==> src/core/tsr_defines.svh <==
// Register offsets, field positions, reset values and timing figures
`ifndef TSR_DEFINES_SVH
`define TSR_DEFINES_SVH
`define TSR_ADDR_INT_INT     8'h00
`define TSR_ADDR_R1_INT      8'h01
`define TSR_ADDR_STATUS      8'h02
`define TSR_ADDR_SETUP       8'h03
`define TSR_ADDR_RATE        8'h04
`define TSR_ADDR_SETUP_ALT   8'h09
`define TSR_ADDR_RATE_ALT    8'h0a
`define TSR_ADDR_R1_FRAC     8'h10
`define TSR_ADDR_R2_INT      8'h23
`define TSR_ADDR_R2_FRAC     8'h24
`define TSR_ADDR_INT_FRAC    8'h29
`define TSR_ADDR_R3_INT      8'h2a
`define TSR_ADDR_R3_FRAC     8'h2b
`define TSR_ST_BUSY          7
`define TSR_ST_HIGH          4
`define TSR_ST_LOW           3
`define TSR_ST_FAULT         2
`define TSR_ST_CRIT          1
`define TSR_ST_HW_SHUTDOWN_FLAG          0
`define TSR_CF_MASK          7
`define TSR_CF_COMP          5
`define TSR_CF_R1_OFF        4
`define TSR_CF_R23_OFF       3
`define TSR_CF_RANGE         2
`define TSR_CF_AVG_OFF       1
`define TSR_SETUP_WMASK      8'hbe
`define TSR_SETUP_RESET      8'h00
`define TSR_RATE_WMASK       8'h0f
`define TSR_RATE_RESET       8'h06
`define TSR_RATE_FIRST_FAST  4'h5
`define TSR_RATE_LAST        4'ha
`define TSR_EXT_OFFSET       12'sh200
`define TSR_PLAIN_MAX        12'sh3ff
`define TSR_EXT_MAX          12'sh7ff
`define TSR_SHDN_BASE        8'h4d
`define TSR_SHDN_TOP         8'h70
`define TSR_STRAP_WAIT       2'h3
`define TSR_CLK_HZ           25_000_000
`endif

==> src/core/tsr_pkg.sv <==
// Types shared by the temperature result and status block
package tsr_pkg;
   typedef enum logic {CONV_IDLE, CONV_RUN} tsr_conv_state_type;
   typedef logic [10:0] tsr_code_type;
   typedef logic signed [11:0] tsr_temp_type;
endpackage : tsr_pkg

==> src/core/tsr_rate_if.sv <==
// Carrier between the register block and the conversion scheduler
`timescale 1ns/1ps
interface tsr_rate_if;
   logic [3:0] rate_code;
   logic       conv_start;
   logic       conv_done;
   logic       busy;
   modport ctrl  (output rate_code, output conv_done, input conv_start, input busy);
   modport timer (input rate_code, input conv_done, output conv_start, output busy);
endinterface : tsr_rate_if

==> src/core/tsr_rate_timer.sv <==
// Conversion scheduler driven by the rate code
`timescale 1ns/1ps
`include "tsr_defines.svh"
module tsr_rate_timer
   import tsr_pkg::*;
#(
   parameter int CLK_HZ = `TSR_CLK_HZ
)(
   // Clock and reset
   input wire logic clk,
   input wire logic rstn,
   // Scheduler carrier
   tsr_rate_if.timer rif
);
   logic [31:0]        period;
   logic [31:0]        cnt_reg;
   tsr_conv_state_type state_reg;
   logic               start_reg;

   // Codes 0..4 run once a second, codes 5..A double the rate each step [RQ20]
   always_comb
   begin
      if (rif.rate_code >= `TSR_RATE_FIRST_FAST && rif.rate_code <= `TSR_RATE_LAST)
         period = 32'(CLK_HZ) >> (rif.rate_code - `TSR_RATE_FIRST_FAST + 4'h1);
      else
         period = 32'(CLK_HZ);
   end

   // A shorter period after a rate change takes effect at once [RQ19]
   always_ff @(posedge clk or negedge rstn)
   begin
      if (!rstn)
         cnt_reg <= 32'h0000_0000;
      else if (cnt_reg + 32'h0000_0001 >= period)
         cnt_reg <= 32'h0000_0000;
      else
         cnt_reg <= cnt_reg + 32'h0000_0001;
   end

   always_ff @(posedge clk or negedge rstn)
   begin
      if (!rstn)
      begin
         state_reg <= CONV_IDLE;
         start_reg <= 1'b0;
      end
      else
      begin
         start_reg <= 1'b0;
         unique case (state_reg)
            CONV_IDLE:
               if (cnt_reg == 32'h0000_0000)
               begin
                  state_reg <= CONV_RUN;
                  start_reg <= 1'b1;
               end
            CONV_RUN:
               if (rif.conv_done)
                  state_reg <= CONV_IDLE;
         endcase
      end
   end

   assign rif.conv_start = start_reg;
   assign rif.busy       = (state_reg == CONV_RUN); // [RQ4]

   rate_start_a: assert property (@(posedge clk) disable iff (!rstn) // [RQ19]
      rif.conv_start |=> rif.busy)
      else $error("start did not raise busy");
endmodule : tsr_rate_timer

==> src/core/tsr_result_chan.sv <==
// One channel result with its low-byte shadow copy
`timescale 1ns/1ps
`include "tsr_defines.svh"
module tsr_result_chan
   import tsr_pkg::*;
(
   // Clock and reset
   input wire logic         clk,
   input wire logic         rstn,
   // New measurement
   input wire logic         load,
   input wire tsr_temp_type temp,
   input wire logic         range_ext,
   // Register reads
   input wire logic         hi_rd,
   output     logic [7:0]   hi_byte,
   output     logic [7:0]   lo_byte
);
   tsr_code_type        code_reg;
   logic [2:0]          shadow_reg;
   logic signed [12:0]  shifted;

   // Extended range adds 64 degrees so code zero means minus 64 [RQ16] [RQ17]
   // Thirteen bits keep a hot reading plus the offset from wrapping negative
   always_comb
   begin
      shifted = range_ext ? 13'(temp) + 13'(`TSR_EXT_OFFSET) : 13'(temp);
   end

   always_ff @(posedge clk or negedge rstn)
   begin
      if (!rstn)
         code_reg <= 11'h000;
      else if (load)
      begin
         if (shifted < 13'sh0000)
            code_reg <= 11'h000;
         else if (!range_ext && shifted > 13'(`TSR_PLAIN_MAX))
            code_reg <= 11'(`TSR_PLAIN_MAX);
         else if (shifted > 13'(`TSR_EXT_MAX))
            code_reg <= 11'(`TSR_EXT_MAX);
         else
            code_reg <= shifted[10:0]; // [RQ1]
      end
   end

   // High-byte read freezes the fraction so a pair always matches [RQ2]
   always_ff @(posedge clk or negedge rstn)
   begin
      if (!rstn)
         shadow_reg <= 3'h0;
      else if (hi_rd)
         shadow_reg <= code_reg[2:0];
   end

   assign hi_byte = code_reg[10:3]; // [RQ1]
   assign lo_byte = {shadow_reg, 5'h00};

   shadow_copy_a: assert property (@(posedge clk) disable iff (!rstn) // [RQ2]
      hi_rd |=> lo_byte[7:5] == $past(code_reg[2:0]))
      else $error("shadow fraction not latched");
endmodule : tsr_result_chan

==> src/core/tsr_status_core.sv <==
// Result registers, status byte, setup and rate registers of the monitor
`timescale 1ns/1ps
`include "tsr_defines.svh"

// Overview of operation
// RQ1: Results are 11 bits, three fraction bits
// RQ2: High-byte read latches low-byte shadow copy
// RQ3: Status bits clear on matching status read
// RQ4: Busy bit marks conversion, never alerts
// RQ5: High-limit event sets bit 4, alerts
// RQ6: Low-limit event sets bit 3, alerts
// RQ7: Diode fault sets bit 2, alerts
// RQ8: Critical event sets bit 1, critical out
// RQ9: Strapped threshold sets bit 0, shutdown
// RQ10: Setup register reachable at both addresses
// RQ11: Unmasked setup bit 7 lets alert through
// RQ12: Mask in interrupt mode holds alert off
// RQ13: Setup bit 5 picks latched or comparator
// RQ14: Setup bit 4 disables remote1 correction
// RQ15: Setup bit 3 disables remote2/3 correction
// RQ16: Setup bit 2 selects range and format
// RQ17: Extended range encodes temperature plus 64
// RQ18: Setup bit 1 disables dynamic averaging
// RQ19: Rate register at two addresses, reset 6
// RQ20: Rate codes map to 1..64 per second
// RQ21: Unused register bits read zero
// RQ22: Host writes only rate codes 0..A
module tsr_status_core
   import tsr_pkg::*;
#(
   parameter int CLK_HZ = `TSR_CLK_HZ
)(
   // Clock and reset
   input  wire logic         clk,
   input  wire logic         rstn,
   // Register access
   input  wire logic [7:0]   reg_addr,
   input  wire logic         reg_wr,
   input  wire logic         reg_rd,
   input  wire logic [7:0]   reg_wdata,
   output      logic [7:0]   reg_rdata,
   // Measurement engine
   input  wire logic         meas_valid,
   input  wire logic [1:0]   meas_chan,
   input  wire tsr_temp_type meas_temp,
   input  wire logic         conv_done,
   output      logic         conv_start,
   // Limit events and status clears
   input  wire logic         high_event,
   input  wire logic         low_event,
   input  wire logic         fault_event,
   input  wire logic         crit_event,
   input  wire logic         high_stat_clr,
   input  wire logic         low_stat_clr,
   input  wire logic         fault_stat_clr,
   input  wire logic         crit_stat_clr,
   // Shutdown strap pins
   input  wire logic [5:0]   shdn_strap,
   // Pins and analog controls
   output      logic         alert_n,
   output      logic         crit_n,
   output      logic         shutdown_out,
   output      logic         remote1_rcorr_off,
   output      logic         remote23_rcorr_off,
   output      logic         avg_disable,
   output      logic         range_ext
);
   // ----------------------------------------------------------
   // Register storage
   // ----------------------------------------------------------
   logic [7:0] setup_reg;
   logic [7:0] rate_reg;
   logic [4:0] flag_reg;
   logic [7:0] rdata_reg;
   logic       alert_latch_reg;
   logic       alert_n_reg;
   logic       crit_n_reg;
   logic       shdn_reg;
   logic [5:0] strap_meta_reg;
   logic [5:0] strap_sync_reg;
   logic [1:0] strap_wait_reg;
   logic [7:0] shdn_limit_reg;
   logic       busy;
   logic       setup_hit;
   logic       rate_hit;
   logic       alert_req;
   logic [7:0] status_byte;
   logic [3:0] hi_rd;
   logic [7:0] hi_byte [4];
   logic [7:0] lo_byte [4];
   logic [7:0] strap_limit;
   tsr_temp_type shdn_eighths;

   tsr_rate_if rif ();

   // Either address reaches the same storage [RQ10] [RQ19]
   assign setup_hit = reg_addr == `TSR_ADDR_SETUP || reg_addr == `TSR_ADDR_SETUP_ALT;
   assign rate_hit  = reg_addr == `TSR_ADDR_RATE || reg_addr == `TSR_ADDR_RATE_ALT;

   // ----------------------------------------------------------
   // Setup and rate registers
   // ----------------------------------------------------------
   always_ff @(posedge clk or negedge rstn)
   begin
      if (!rstn)
         setup_reg <= `TSR_SETUP_RESET;
      else if (reg_wr && setup_hit)
         setup_reg <= reg_wdata & `TSR_SETUP_WMASK; // [RQ10] [RQ21]
   end

   always_ff @(posedge clk or negedge rstn)
   begin
      if (!rstn)
         rate_reg <= `TSR_RATE_RESET; // [RQ19]
      else if (reg_wr && rate_hit)
         rate_reg <= reg_wdata & `TSR_RATE_WMASK; // [RQ21]
   end

   assign remote1_rcorr_off  = setup_reg[`TSR_CF_R1_OFF];  // [RQ14]
   assign remote23_rcorr_off = setup_reg[`TSR_CF_R23_OFF]; // [RQ15]
   assign range_ext          = setup_reg[`TSR_CF_RANGE];   // [RQ16]
   assign avg_disable        = setup_reg[`TSR_CF_AVG_OFF]; // [RQ18]

   // ----------------------------------------------------------
   // Conversion scheduling
   // ----------------------------------------------------------
   // Codes B..F are the host's to avoid; they fall back to one a second [RQ22]
   assign rif.rate_code = rate_reg[3:0];
   assign rif.conv_done = conv_done;
   assign conv_start    = rif.conv_start;
   assign busy          = rif.busy;

   tsr_rate_timer #(
      .CLK_HZ (CLK_HZ)
   ) u_timer (
      .clk  (clk),
      .rstn (rstn),
      .rif  (rif)
   );

   // ----------------------------------------------------------
   // Channel results
   // ----------------------------------------------------------
   // Channel 0 internal, 1..3 remote
   assign hi_rd[0] = reg_rd && reg_addr == `TSR_ADDR_INT_INT;
   assign hi_rd[1] = reg_rd && reg_addr == `TSR_ADDR_R1_INT;
   assign hi_rd[2] = reg_rd && reg_addr == `TSR_ADDR_R2_INT;
   assign hi_rd[3] = reg_rd && reg_addr == `TSR_ADDR_R3_INT;

   generate
      for (genvar ch = 0; ch < 4; ch++)
      begin : g_chan
         tsr_result_chan u_chan (
            .clk       (clk),
            .rstn      (rstn),
            .load      (meas_valid && meas_chan == 2'(ch)),
            .temp      (meas_temp),
            .range_ext (range_ext),
            .hi_rd     (hi_rd[ch]),
            .hi_byte   (hi_byte[ch]),
            .lo_byte   (lo_byte[ch])
         );
      end
   endgenerate

   // ----------------------------------------------------------
   // Hardware shutdown threshold
   // ----------------------------------------------------------
   // Strap pins are synchronised before use
   always_ff @(posedge clk or negedge rstn)
   begin
      if (!rstn)
      begin
         strap_meta_reg <= 6'h00;
         strap_sync_reg <= 6'h00;
      end
      else
      begin
         strap_meta_reg <= shdn_strap;
         strap_sync_reg <= strap_meta_reg;
      end
   end

   // Capped so an odd strap never sets a limit above the top step
   assign strap_limit = (`TSR_SHDN_BASE + {2'h0, strap_sync_reg} > `TSR_SHDN_TOP) ?
                        `TSR_SHDN_TOP : `TSR_SHDN_BASE + {2'h0, strap_sync_reg};

   // Caught once after release, so software can never move it
   always_ff @(posedge clk or negedge rstn)
   begin
      if (!rstn)
      begin
         strap_wait_reg <= 2'h0;
         shdn_limit_reg <= `TSR_SHDN_TOP;
      end
      else if (strap_wait_reg != `TSR_STRAP_WAIT)
      begin
         strap_wait_reg <= strap_wait_reg + 2'h1;
         if (strap_wait_reg + 2'h1 == `TSR_STRAP_WAIT)
            shdn_limit_reg <= strap_limit;
      end
   end

   // Limit in eighths of a degree, plain Celsius, for the raw remote 1 reading
   assign shdn_eighths = {1'b0, shdn_limit_reg, 3'h0};

   // ----------------------------------------------------------
   // Status flags
   // ----------------------------------------------------------
   // Set wins over a clear arriving in the same cycle
   always_ff @(posedge clk or negedge rstn)
   begin
      if (!rstn)
         flag_reg <= 5'h00;
      else
      begin
         flag_reg[`TSR_ST_HIGH]  <= high_event ||
                                    (flag_reg[`TSR_ST_HIGH] && !high_stat_clr);   // [RQ5] [RQ3]
         flag_reg[`TSR_ST_LOW]   <= low_event ||
                                    (flag_reg[`TSR_ST_LOW] && !low_stat_clr);     // [RQ6] [RQ3]
         flag_reg[`TSR_ST_FAULT] <= fault_event ||
                                    (flag_reg[`TSR_ST_FAULT] && !fault_stat_clr); // [RQ7] [RQ3]
         flag_reg[`TSR_ST_CRIT]  <= crit_event ||
                                    (flag_reg[`TSR_ST_CRIT] && !crit_stat_clr);   // [RQ8] [RQ3]
         if (meas_valid && meas_chan == 2'h1)
            flag_reg[`TSR_ST_HW_SHUTDOWN_FLAG] <= meas_temp > shdn_eighths; // [RQ9]
      end
   end

   // Busy comes straight from the scheduler and feeds no pin [RQ4]
   assign status_byte = {busy, 2'b00, flag_reg}; // [RQ21]

   // ----------------------------------------------------------
   // Alert, critical and shutdown pins
   // ----------------------------------------------------------
   assign alert_req = flag_reg[`TSR_ST_HIGH] || flag_reg[`TSR_ST_LOW] ||
                      flag_reg[`TSR_ST_FAULT];

   // Interrupt mode latches until every alert source has cleared
   always_ff @(posedge clk or negedge rstn)
   begin
      if (!rstn)
         alert_latch_reg <= 1'b0;
      else if (alert_req && !setup_reg[`TSR_CF_MASK])
         alert_latch_reg <= 1'b1; // [RQ11]
      else if (!alert_req || setup_reg[`TSR_CF_MASK])
         alert_latch_reg <= 1'b0; // [RQ12]
   end

   // Comparator mode follows the sources and ignores the mask [RQ13]
   always_ff @(posedge clk or negedge rstn)
   begin
      if (!rstn)
         alert_n_reg <= 1'b1;
      else if (setup_reg[`TSR_CF_COMP])
         alert_n_reg <= !alert_req; // [RQ13]
      else
         alert_n_reg <= !((alert_latch_reg || alert_req) && !setup_reg[`TSR_CF_MASK]);
   end

   always_ff @(posedge clk or negedge rstn)
   begin
      if (!rstn)
      begin
         crit_n_reg <= 1'b1;
         shdn_reg   <= 1'b0;
      end
      else
      begin
         crit_n_reg <= !flag_reg[`TSR_ST_CRIT]; // [RQ8]
         shdn_reg   <= flag_reg[`TSR_ST_HW_SHUTDOWN_FLAG];  // [RQ9]
      end
   end

   assign alert_n      = alert_n_reg;
   assign crit_n       = crit_n_reg;
   assign shutdown_out = shdn_reg;

   // ----------------------------------------------------------
   // Read data
   // ----------------------------------------------------------
   // Unmapped addresses read zero
   always_ff @(posedge clk or negedge rstn)
   begin
      if (!rstn)
         rdata_reg <= 8'h00;
      else if (reg_rd)
      begin
         unique case (reg_addr)
            `TSR_ADDR_INT_INT:                      rdata_reg <= hi_byte[0];
            `TSR_ADDR_R1_INT:                       rdata_reg <= hi_byte[1];
            `TSR_ADDR_R2_INT:                       rdata_reg <= hi_byte[2];
            `TSR_ADDR_R3_INT:                       rdata_reg <= hi_byte[3];
            `TSR_ADDR_INT_FRAC:                     rdata_reg <= lo_byte[0]; // [RQ2]
            `TSR_ADDR_R1_FRAC:                      rdata_reg <= lo_byte[1];
            `TSR_ADDR_R2_FRAC:                      rdata_reg <= lo_byte[2];
            `TSR_ADDR_R3_FRAC:                      rdata_reg <= lo_byte[3];
            `TSR_ADDR_STATUS:                       rdata_reg <= status_byte;
            `TSR_ADDR_SETUP, `TSR_ADDR_SETUP_ALT:   rdata_reg <= setup_reg; // [RQ10]
            `TSR_ADDR_RATE, `TSR_ADDR_RATE_ALT:     rdata_reg <= rate_reg;  // [RQ19]
            default:                                rdata_reg <= 8'h00;
         endcase
      end
   end

   assign reg_rdata = rdata_reg;

   // ----------------------------------------------------------
   // Checks
   // ----------------------------------------------------------
   busy_status_a: assert property (@(posedge clk) disable iff (!rstn) // [RQ4]
      reg_rd && reg_addr == `TSR_ADDR_STATUS |=> reg_rdata[7] == $past(busy))
      else $error("status busy bit wrong");

   busy_no_pin_a: assert property (@(posedge clk) disable iff (!rstn) // [RQ4]
      busy && !alert_req && !alert_latch_reg && !flag_reg[`TSR_ST_CRIT] |=> alert_n && crit_n)
      else $error("busy drove a pin");

   high_set_a: assert property (@(posedge clk) disable iff (!rstn) // [RQ5]
      high_event |=> flag_reg[`TSR_ST_HIGH])
      else $error("high flag not set");

   low_clear_a: assert property (@(posedge clk) disable iff (!rstn) // [RQ3]
      low_stat_clr && !low_event |=> !flag_reg[`TSR_ST_LOW])
      else $error("low flag not cleared");

   fault_set_a: assert property (@(posedge clk) disable iff (!rstn) // [RQ7]
      fault_event && fault_stat_clr |=> flag_reg[`TSR_ST_FAULT])
      else $error("fault set lost to clear");

   crit_pin_a: assert property (@(posedge clk) disable iff (!rstn) // [RQ8]
      crit_event |=> ##1 !crit_n)
      else $error("critical pin not driven");

   shdn_pin_a: assert property (@(posedge clk) disable iff (!rstn) // [RQ9]
      flag_reg[`TSR_ST_HW_SHUTDOWN_FLAG] |=> shutdown_out)
      else $error("shutdown pin not driven");

   setup_alias_a: assert property (@(posedge clk) disable iff (!rstn) // [RQ10]
      reg_wr && reg_addr == `TSR_ADDR_SETUP_ALT |=>
      setup_reg == ($past(reg_wdata) & `TSR_SETUP_WMASK))
      else $error("setup alias write lost");

   mask_alert_a: assert property (@(posedge clk) disable iff (!rstn) // [RQ12]
      setup_reg[`TSR_CF_MASK] && !setup_reg[`TSR_CF_COMP] |=> alert_n)
      else $error("masked alert asserted");

   comp_alert_a: assert property (@(posedge clk) disable iff (!rstn) // [RQ13]
      setup_reg[`TSR_CF_COMP] && alert_req |=> !alert_n)
      else $error("comparator alert missing");

   high_alert_c: cover property (@(posedge clk) disable iff (!rstn)
      high_event ##2 !alert_n);
   shadow_pair_c: cover property (@(posedge clk) disable iff (!rstn)
      hi_rd[1] ##[1:4] reg_rd && reg_addr == `TSR_ADDR_R1_FRAC);
   shutdown_c: cover property (@(posedge clk) disable iff (!rstn)
      shutdown_out);
endmodule : tsr_status_core

==> config.mk <==
export PLATFORM = sky130hd
export DESIGN_NAME = tsr_status_core
export DESIGN_NICKNAME = d
export VERILOG_FILES = /design/src/core/tsr_pkg.sv /design/src/core/tsr_rate_if.sv /design/src/core/tsr_rate_timer.sv /design/src/core/tsr_result_chan.sv /design/src/core/tsr_status_core.sv
export VERILOG_INCLUDE_DIRS = /design/src /design/src/core
export SDC_FILE = /design/constraint.sdc
export NUM_CORES = 1
export LEC_CHECK = 0
export BUFFER_PORTS_ARGS = -buffer_cell sky130_fd_sc_hd__buf_2
export CAP_MARGIN = 20
export CORE_MARGIN = 2
export CORE_UTILIZATION = 35
export DETAILED_ROUTE_END_ITERATION = 16
export SKIP_CTS_REPAIR_TIMING = 1
export SYNTH_ARGS = -nofsm -noshare
export SYNTH_HDL_FRONTEND = slang
export SYNTH_HIERARCHICAL = 1
export SYNTH_SLANG_ARGS = --single-unit
==> constraint.sdc <==
create_clock -name clk -period 4.8 [get_ports clk]
set_clock_uncertainty 0.15 [all_clocks]
set_input_delay 0.24 -clock clk [delete_from_list [all_inputs] [get_ports clk]]
set_output_delay 0.24 -clock clk [all_outputs]
set_load 0.005 [all_outputs]
==> qor.txt, run 1 <==
max-slew violation count: 0
Slowest-stage cell, CP: a211o_2
number of global-route vias before repair: 6378
final period utilization: 92.2%
hpwl dp: 16.1 mm
Antenna Nets Post-Route: 0
first-pass GRT wire length: 35.8 mm
max FFs per register: 44
clk_lat worst skew: 0.43 ns
Synth Flop Type: dfrtp_1
met2 global-route usage: 25.0%
VDD IR max: 209 uV
initial antenna violation count: 2
Final Cell Area: 10200 um^2
DRC viols: 0
final-stage net count: 1036
CTS clk-pin slew, worst paths: 0.06 ns
RD Place Congestion: 0.824
# fillers: 2454
Via-to-Cell Ratio: 5.43
critical path arrival: 4.59 ns
vias after detailed routing: 6980
max-cap check violation count: 0
CP Buf/Inv Count: 0
Setup TNS Final: 0 ns
Synth area leader: dfrtp_1
H-tree depth: 4
Critical Path RT: 4.96 ns
Die Wd: 165 um
number of synthesized flops with an enable pin: 0
TritonRoute pass-1 iters: 7
reg-to-reg slack, setup: 0.37 ns
CTS root buf: clkbuf_16
status: finished clean
Avg Cell Area, Syn: 10.1 um^2
die area: 27100 um^2
Synth Instances: 892
final setup vio count: 0
ys async rst share: 100%
CP peak stage delay: 0.58 ns
Initial Utilization: 35.7%
Levels on crit path: 13
row count: 58
Setup CP Type: register to register
share of cells above drive strength 1: 17.9%
Crit path top cell by count: ha_1
global-route track usage on met3: 4.14%
Top delay family on crit path: simple AND/OR/NAND/NOR gates
Hold Path Class: primary input to register
LEAKAGE: 0.00438 uW
core area: 25300 um^2
Synth cell types: 79
GR Overflow Total: 0
pin count of the biggest net entering global routing: 102
dominant cells by area after synthesis: dfrtp_1, ha_1, mux2i_1
CTS tree: built
R2R depth: 13
unrepaired setup endpoints after global routing: false
most numerous cell in the Yosys netlist: dfrtp_1
TritonCTS Buffers: 17
area grow syn2layout: 12.9%
DR iter-0 viols: 703
IO Port Bufs: 64
worst hold slack: 0.00901 ns
clk sinks: 139
worst rel slew slack: 35.0%
Yosys top cell area share: 36.6%
pwr dens: 310 nW/um^2
Routed WL: 22.6 mm
Die H: 165 um
placed inst area: 9350 um^2
Seq/Total Area, Yosys: 38.7%
Max Fclk: 0.226 GHz
Slew @ Worst Pin: 0.975 ns
Netlist Area Pre-Place: 9020 um^2
Yosys reg bits: 139
critical path cell sequence: ha_1 -> nand3_1 -> or3_1 -> nor3_1 -> nand4_1 -> xnor2_1 -> ha_1 -> a2111oi_1 -> o21ai_0 -> a21oi_1 -> nor2_1 -> a211o_2 -> nor4b_1
Boundary Pins: 66
grt peak-use layer: met2
CP Capture Type: register
WHS Path Cells: 3
GRT Overall Usage: 17.0%
Post-synth top cells: dfrtp_1, nand2_1, buf_4, nor2_1, mux2i_1
yosys warns: 6
wire per inst: 17.5 um
Final Hold Viols: 0
Tmin final: 4.43 ns
Worst setup SP type: register
routing usage on met1: 24.8%
CP max FO: 25
clock buffer depth: 2
-- routing by layer --
| metal | wire [um] | vias to the layer above |
|---|---|---|
| li1 | - | 3359 |
| met1 | 11000 | 3402 |
| met2 | 9980 | 195 |
| met3 | 1220 | 22 |
| met4 | 306 | 2 |
| met5 | 13 | - |
-- logic make-up after synthesis --
group	after synthesis	synth area share, %
buffers and inverters	125	8.05
AND/OR/NAND/NOR	265	18.5
XOR/XNOR	35	3.40
AO/OA/AOI/OAI	202	16.1
adder cells (fa/ha/maj)	45	6.24
other	5	0.208
multiplexers	76	8.81
flip-flops	139	38.7
-- where the power goes --
| group | leakage (uW) | switching (uW) | internal (uW) |
|---|---|---|---|
| Clock | 0.000283 | 518 | 806 |
| Sequential | 0.00175 | 77.2 | 1280 |
| Combinational | 0.00235 | 282 | 197 |
-- cell type report --
cell class | count | area, um^2 | share of cell area [%]
Multi-Input combinational cell | 650 | 4920 | 48.3
Sequential cell | 139 | 3490 | 34.2
Timing Repair Buffer | 97 | 639 | 6.28
Clock buffer | 22 | 474 | 4.66
Tap cell | 330 | 413 | 4.05
Inverter | 36 | 135 | 1.33
Clock inverter | 10 | 115 | 1.13
Antenna cell | 1 | 2.50 | 0.0246
-- final timing paths --
check / startpoint / endpoint
setup / recovery: u_timer/cnt_reg[0]$_DFF_PN0_ / u_timer/cnt_reg[4]$_DFF_PN0_
hold / removal: meas_chan[1] / flag_reg[0]$_DFFE_PN0P_
setup reg to reg: u_timer/cnt_reg[0]$_DFF_PN0_ / u_timer/cnt_reg[4]$_DFF_PN0_
hold reg to reg: strap_meta_reg[1]$_DFF_PN0_ / strap_sync_reg[1]$_DFF_PN0_
max in group asynchronous: rstn / shdn_limit_reg[5]$_DFFE_PN1P_
min in group asynchronous: rstn / g_chan[2].u_chan/code_reg[10]$_DFFE_PN0P_
-- per-stage QoR --
| stage | power [uW] | util [%] | setup slack (ns) | std cells |
|---|---|---|---|---|
| after global routing | 3310 | 40.3 | 0.0369 | 1284 |
| after detailed placement | 1840 | 37.0 | 0.433 | 1228 |
| after floorplan | 1740 | - | 1.16 | 914 |
| after global placement | 1830 | 37.0 | 0.580 | 1228 |
| final | 3160 | 40.3 | 0.374 | 1285 |
| after CTS | 3170 | 39.3 | 0.394 | 1260 |
-- layout by cell type (no fill, tap or decap), types with 15 or more instances in the layout --
cell type | synthesis | routed
a21oi_1 | 27 | 27
buf_2 | 13 | 63
clkbuf_16 | 0 | 17
conb_1 | 5 | 27
dfrtp_1 | 132 | 132
dlygate4sd3_1 | 0 | 23
ha_1 | 45 | 45
inv_1 | 36 | 36
mux2i_1 | 49 | 48
nand2_1 | 58 | 58
nand3_1 | 17 | 17
nand4_1 | 15 | 15
nor2_1 | 54 | 54
nor3_1 | 15 | 15
nor4b_2 | 19 | 19
o21ai_0 | 26 | 26
o22ai_1 | 43 | 43
xnor2_1 | 21 | 21
-- worst reg2reg max path, stage by stage (launching register included) --
cell and delay [ns]:
dfrtp_1 0.48, ha_1 0.23, nand3_1 0.16, or3_1 0.49
nor3_1 0.28, nand4_1 0.15, xnor2_1 0.25, ha_1 0.31
a2111oi_1 0.44, o21ai_0 0.16, a21oi_1 0.14, nor2_1 0.08
a211o_2 0.58, nor4b_1 0.42
(Power assumes the default switching activity.)
==> inputs of run 2 (changes only) <==
- CORE_MARGIN: 2 -> default
- SLEW_MARGIN: default -> 20
- SYNTH_HIERARCHICAL: 1 -> default
==> run 2 against run 1 <==
Clock power about the same. Area after synthesis down 15%. Global-route usage grew 1.1 points. Final area shrank 11%. Non-clock buffer count decreased by 3. Critical path type unchanged. Largest power group unchanged.
==> qor.txt, run 2 <==
status: finished clean
number of global-route vias before repair: 5792
Yosys reg bits: 139
critical path cell sequence: inv_1 -> ha_1 -> inv_1 -> o21ai_0 -> o21ai_0 -> ha_1 -> and3_1 -> a21oi_1 -> o21ai_0 -> a22oi_1 -> a31oi_2 -> buf_12 -> nor4_1
clk_lat worst skew: 0.43 ns
CP peak stage delay: 0.82 ns
pin count of the biggest net entering global routing: 96
setup slack after layout: 0.577 ns
row count: 53
TritonCTS Buffers: 17
commonest non-fill, non-tap cell in the layout: dfrtp_1
share of cells above drive strength 1: 16.9%
final-stage net count: 969
multi-input logic area: 3890 um^2
FF+latch area: 3490 um^2
Initial Utilization: 35.9%
number of synthesized flops with an enable pin: 0
CP Capture Type: register
Synth area leader: dfrtp_1
Setup TNS Final: 0 ns
Seq/Total Area, Yosys: 45.7%
yosys warns: 0
Boundary Pins: 66
wire per inst: 16.3 um
hpwl dp: 13.3 mm
max-cap check violation count: 0
pwr dens: 329 nW/um^2
most numerous cell in the Yosys netlist: dfrtp_1
final period utilization: 88.0%
Synth cell types: 65
Final Util: 42.7%
dpl ws: 0.632 ns
worst rel slew slack: 37.2%
placed inst area: 8250 um^2
GRT Overall Usage: 18.1%
unrepaired setup endpoints after global routing: false
CTS tree: built
Die H: 150 um
max FFs per register: 44
Slew @ Worst Pin: 0.941 ns
Synth Instances: 792
RD Place Congestion: 0.856
CTS clk-pin slew, worst paths: 0.07 ns
clk sinks: 139
max-slew violation count: 0
Die Wd: 150 um
Via-to-Cell Ratio: 5.23
Max Fclk: 0.237 GHz
LEAKAGE: 0.00408 uW
DRC viols: 0
core area: 21200 um^2
Slowest-stage cell, CP: dfstp_2
Critical Path RT: 4.97 ns
TritonRoute pass-1 iters: 6
Synth Flop Type: dfrtp_1
Routed WL: 19.0 mm
GR Overflow Total: 0
Hold Path Class: primary input to register
Final Cell Area: 9060 um^2
vias after detailed routing: 6083
Netlist Area Pre-Place: 7630 um^2
Final Hold Viols: 0
# fillers: 2027
critical path arrival: 4.39 ns
H-tree depth: 4
VDD IR max: 199 uV
initial antenna violation count: 1
final setup vio count: 0
DR iter-0 viols: 276
most frequent cells in the layout: dfrtp_1, nand2_1, o21ai_0
die area: 22400 um^2
CTS root buf: clkbuf_16
Yosys top cell area share: 43.3%
Avg Cell Area, Syn: 9.63 um^2
ys async rst share: 100%
Post-synth top cells: dfrtp_1, nand2_1, o21ai_0, ha_1
Antenna Nets Post-Route: 0
Setup CP Type: register to register
area grow syn2layout: 18.8%
CP max FO: 26
first-pass GRT wire length: 31.0 mm
Tmin final: 4.22 ns
Worst setup SP type: register
n_diodes: 0
dominant cells by area after synthesis: dfrtp_1, ha_1, o21ai_0
IO Port Bufs: 64
Crit path top cell by count: o21ai_0
clock buffer depth: 2
[run 2: changes by cell type in the layout (fill, tap and decap cells not counted), sizes merged, moves of 8 or more]
cell   delta
o21ai    +52
nand2    +47
mux2i    -37
o22ai    -34
conb     -20
nor2     -19
nor4     +13
a31oi    -10
inv       +9
nor4b     -9
nor3      +8
[run 2: cell families after synthesis]
| kind of cell | share of synthesized area, % |
|---|---|
| buffers and inverters | 3.81 |
| other | 0.0492 |
| XOR/XNOR | 3.79 |
| flip-flops | 45.7 |
| adder cells (fa/ha/maj) | 7.19 |
| AND/OR/NAND/NOR | 19.6 |
| multiplexers | 4.97 |
| AO/OA/AOI/OAI | 14.8 |
[run 2: critical path: cells and delay by family, from the launching register on]
kind            cells  cell delay [ns]
simple gates        2             0.47
buf+inv             3             0.59
compound gates      6             1.21
fa+ha+maj           2             0.86
flops               1             0.82
[run 2: worst paths after layout]
path	startpoint	endpoint	slack [ns]	cells after the start
min reg2reg	strap_meta_reg[3]$_DFF_PN0_	strap_sync_reg[3]$_DFF_PN0_	0.20	0
max	rate_reg[2]$_DFFE_PN1P_	u_timer.cnt_reg[2]$_DFF_PN0_	0.58	13
max reg2reg	rate_reg[2]$_DFFE_PN1P_	u_timer.cnt_reg[2]$_DFF_PN0_	0.58	13
min	meas_temp[11]	flag_reg[0]$_DFFE_PN0P_	0.01	4
max in group asynchronous	rstn	rate_reg[1]$_DFFE_PN1P_	3.07	3
min in group asynchronous	rstn	u_timer.cnt_reg[31]$_DFF_PN0_	0.30	2
[run 2: layout make-up]
| class | count | area share [%] |
|---|---|---|
| Timing Repair Buffer | 94 | 6.86 |
| Sequential cell | 139 | 38.5 |
| Tap cell | 275 | 3.80 |
| Multi-Input combinational cell | 587 | 42.9 |
| Clock buffer | 18 | 4.74 |
| Inverter | 37 | 1.53 |
| Clock inverter | 14 | 1.64 |
[run 2: per-stage QoR]
stage	hold WS, ns	power, uW	std cells
6_report	0.0103	2980	1164
5_1_grt	0.0283	3120	1164
4_1_cts	-0.253	3000	1141
3_5_place_dp	0.187	1670	1109
3_3_place_gp	0.183	1660	1109
2_1_floorplan	-0.206	1540	798
[run 2: metal layers]
metal / GRT usage [%] / vias to the layer above / routed length, um
met1: 24.0 / 2897 / 9030
met5: 0 / - / 13
met2: 29.4 / 123 / 9100
met3: 3.75 / 20 / 643
li1: - / 3041 / -
met4: 5.56 / 2 / 230
[run 2: power by group]
group	total (uW)	switching, uW	internal (uW)
clock	1310	580	735
sequential	1330	67.3	1260
combinational	336	200	136
total	2980	847	2130
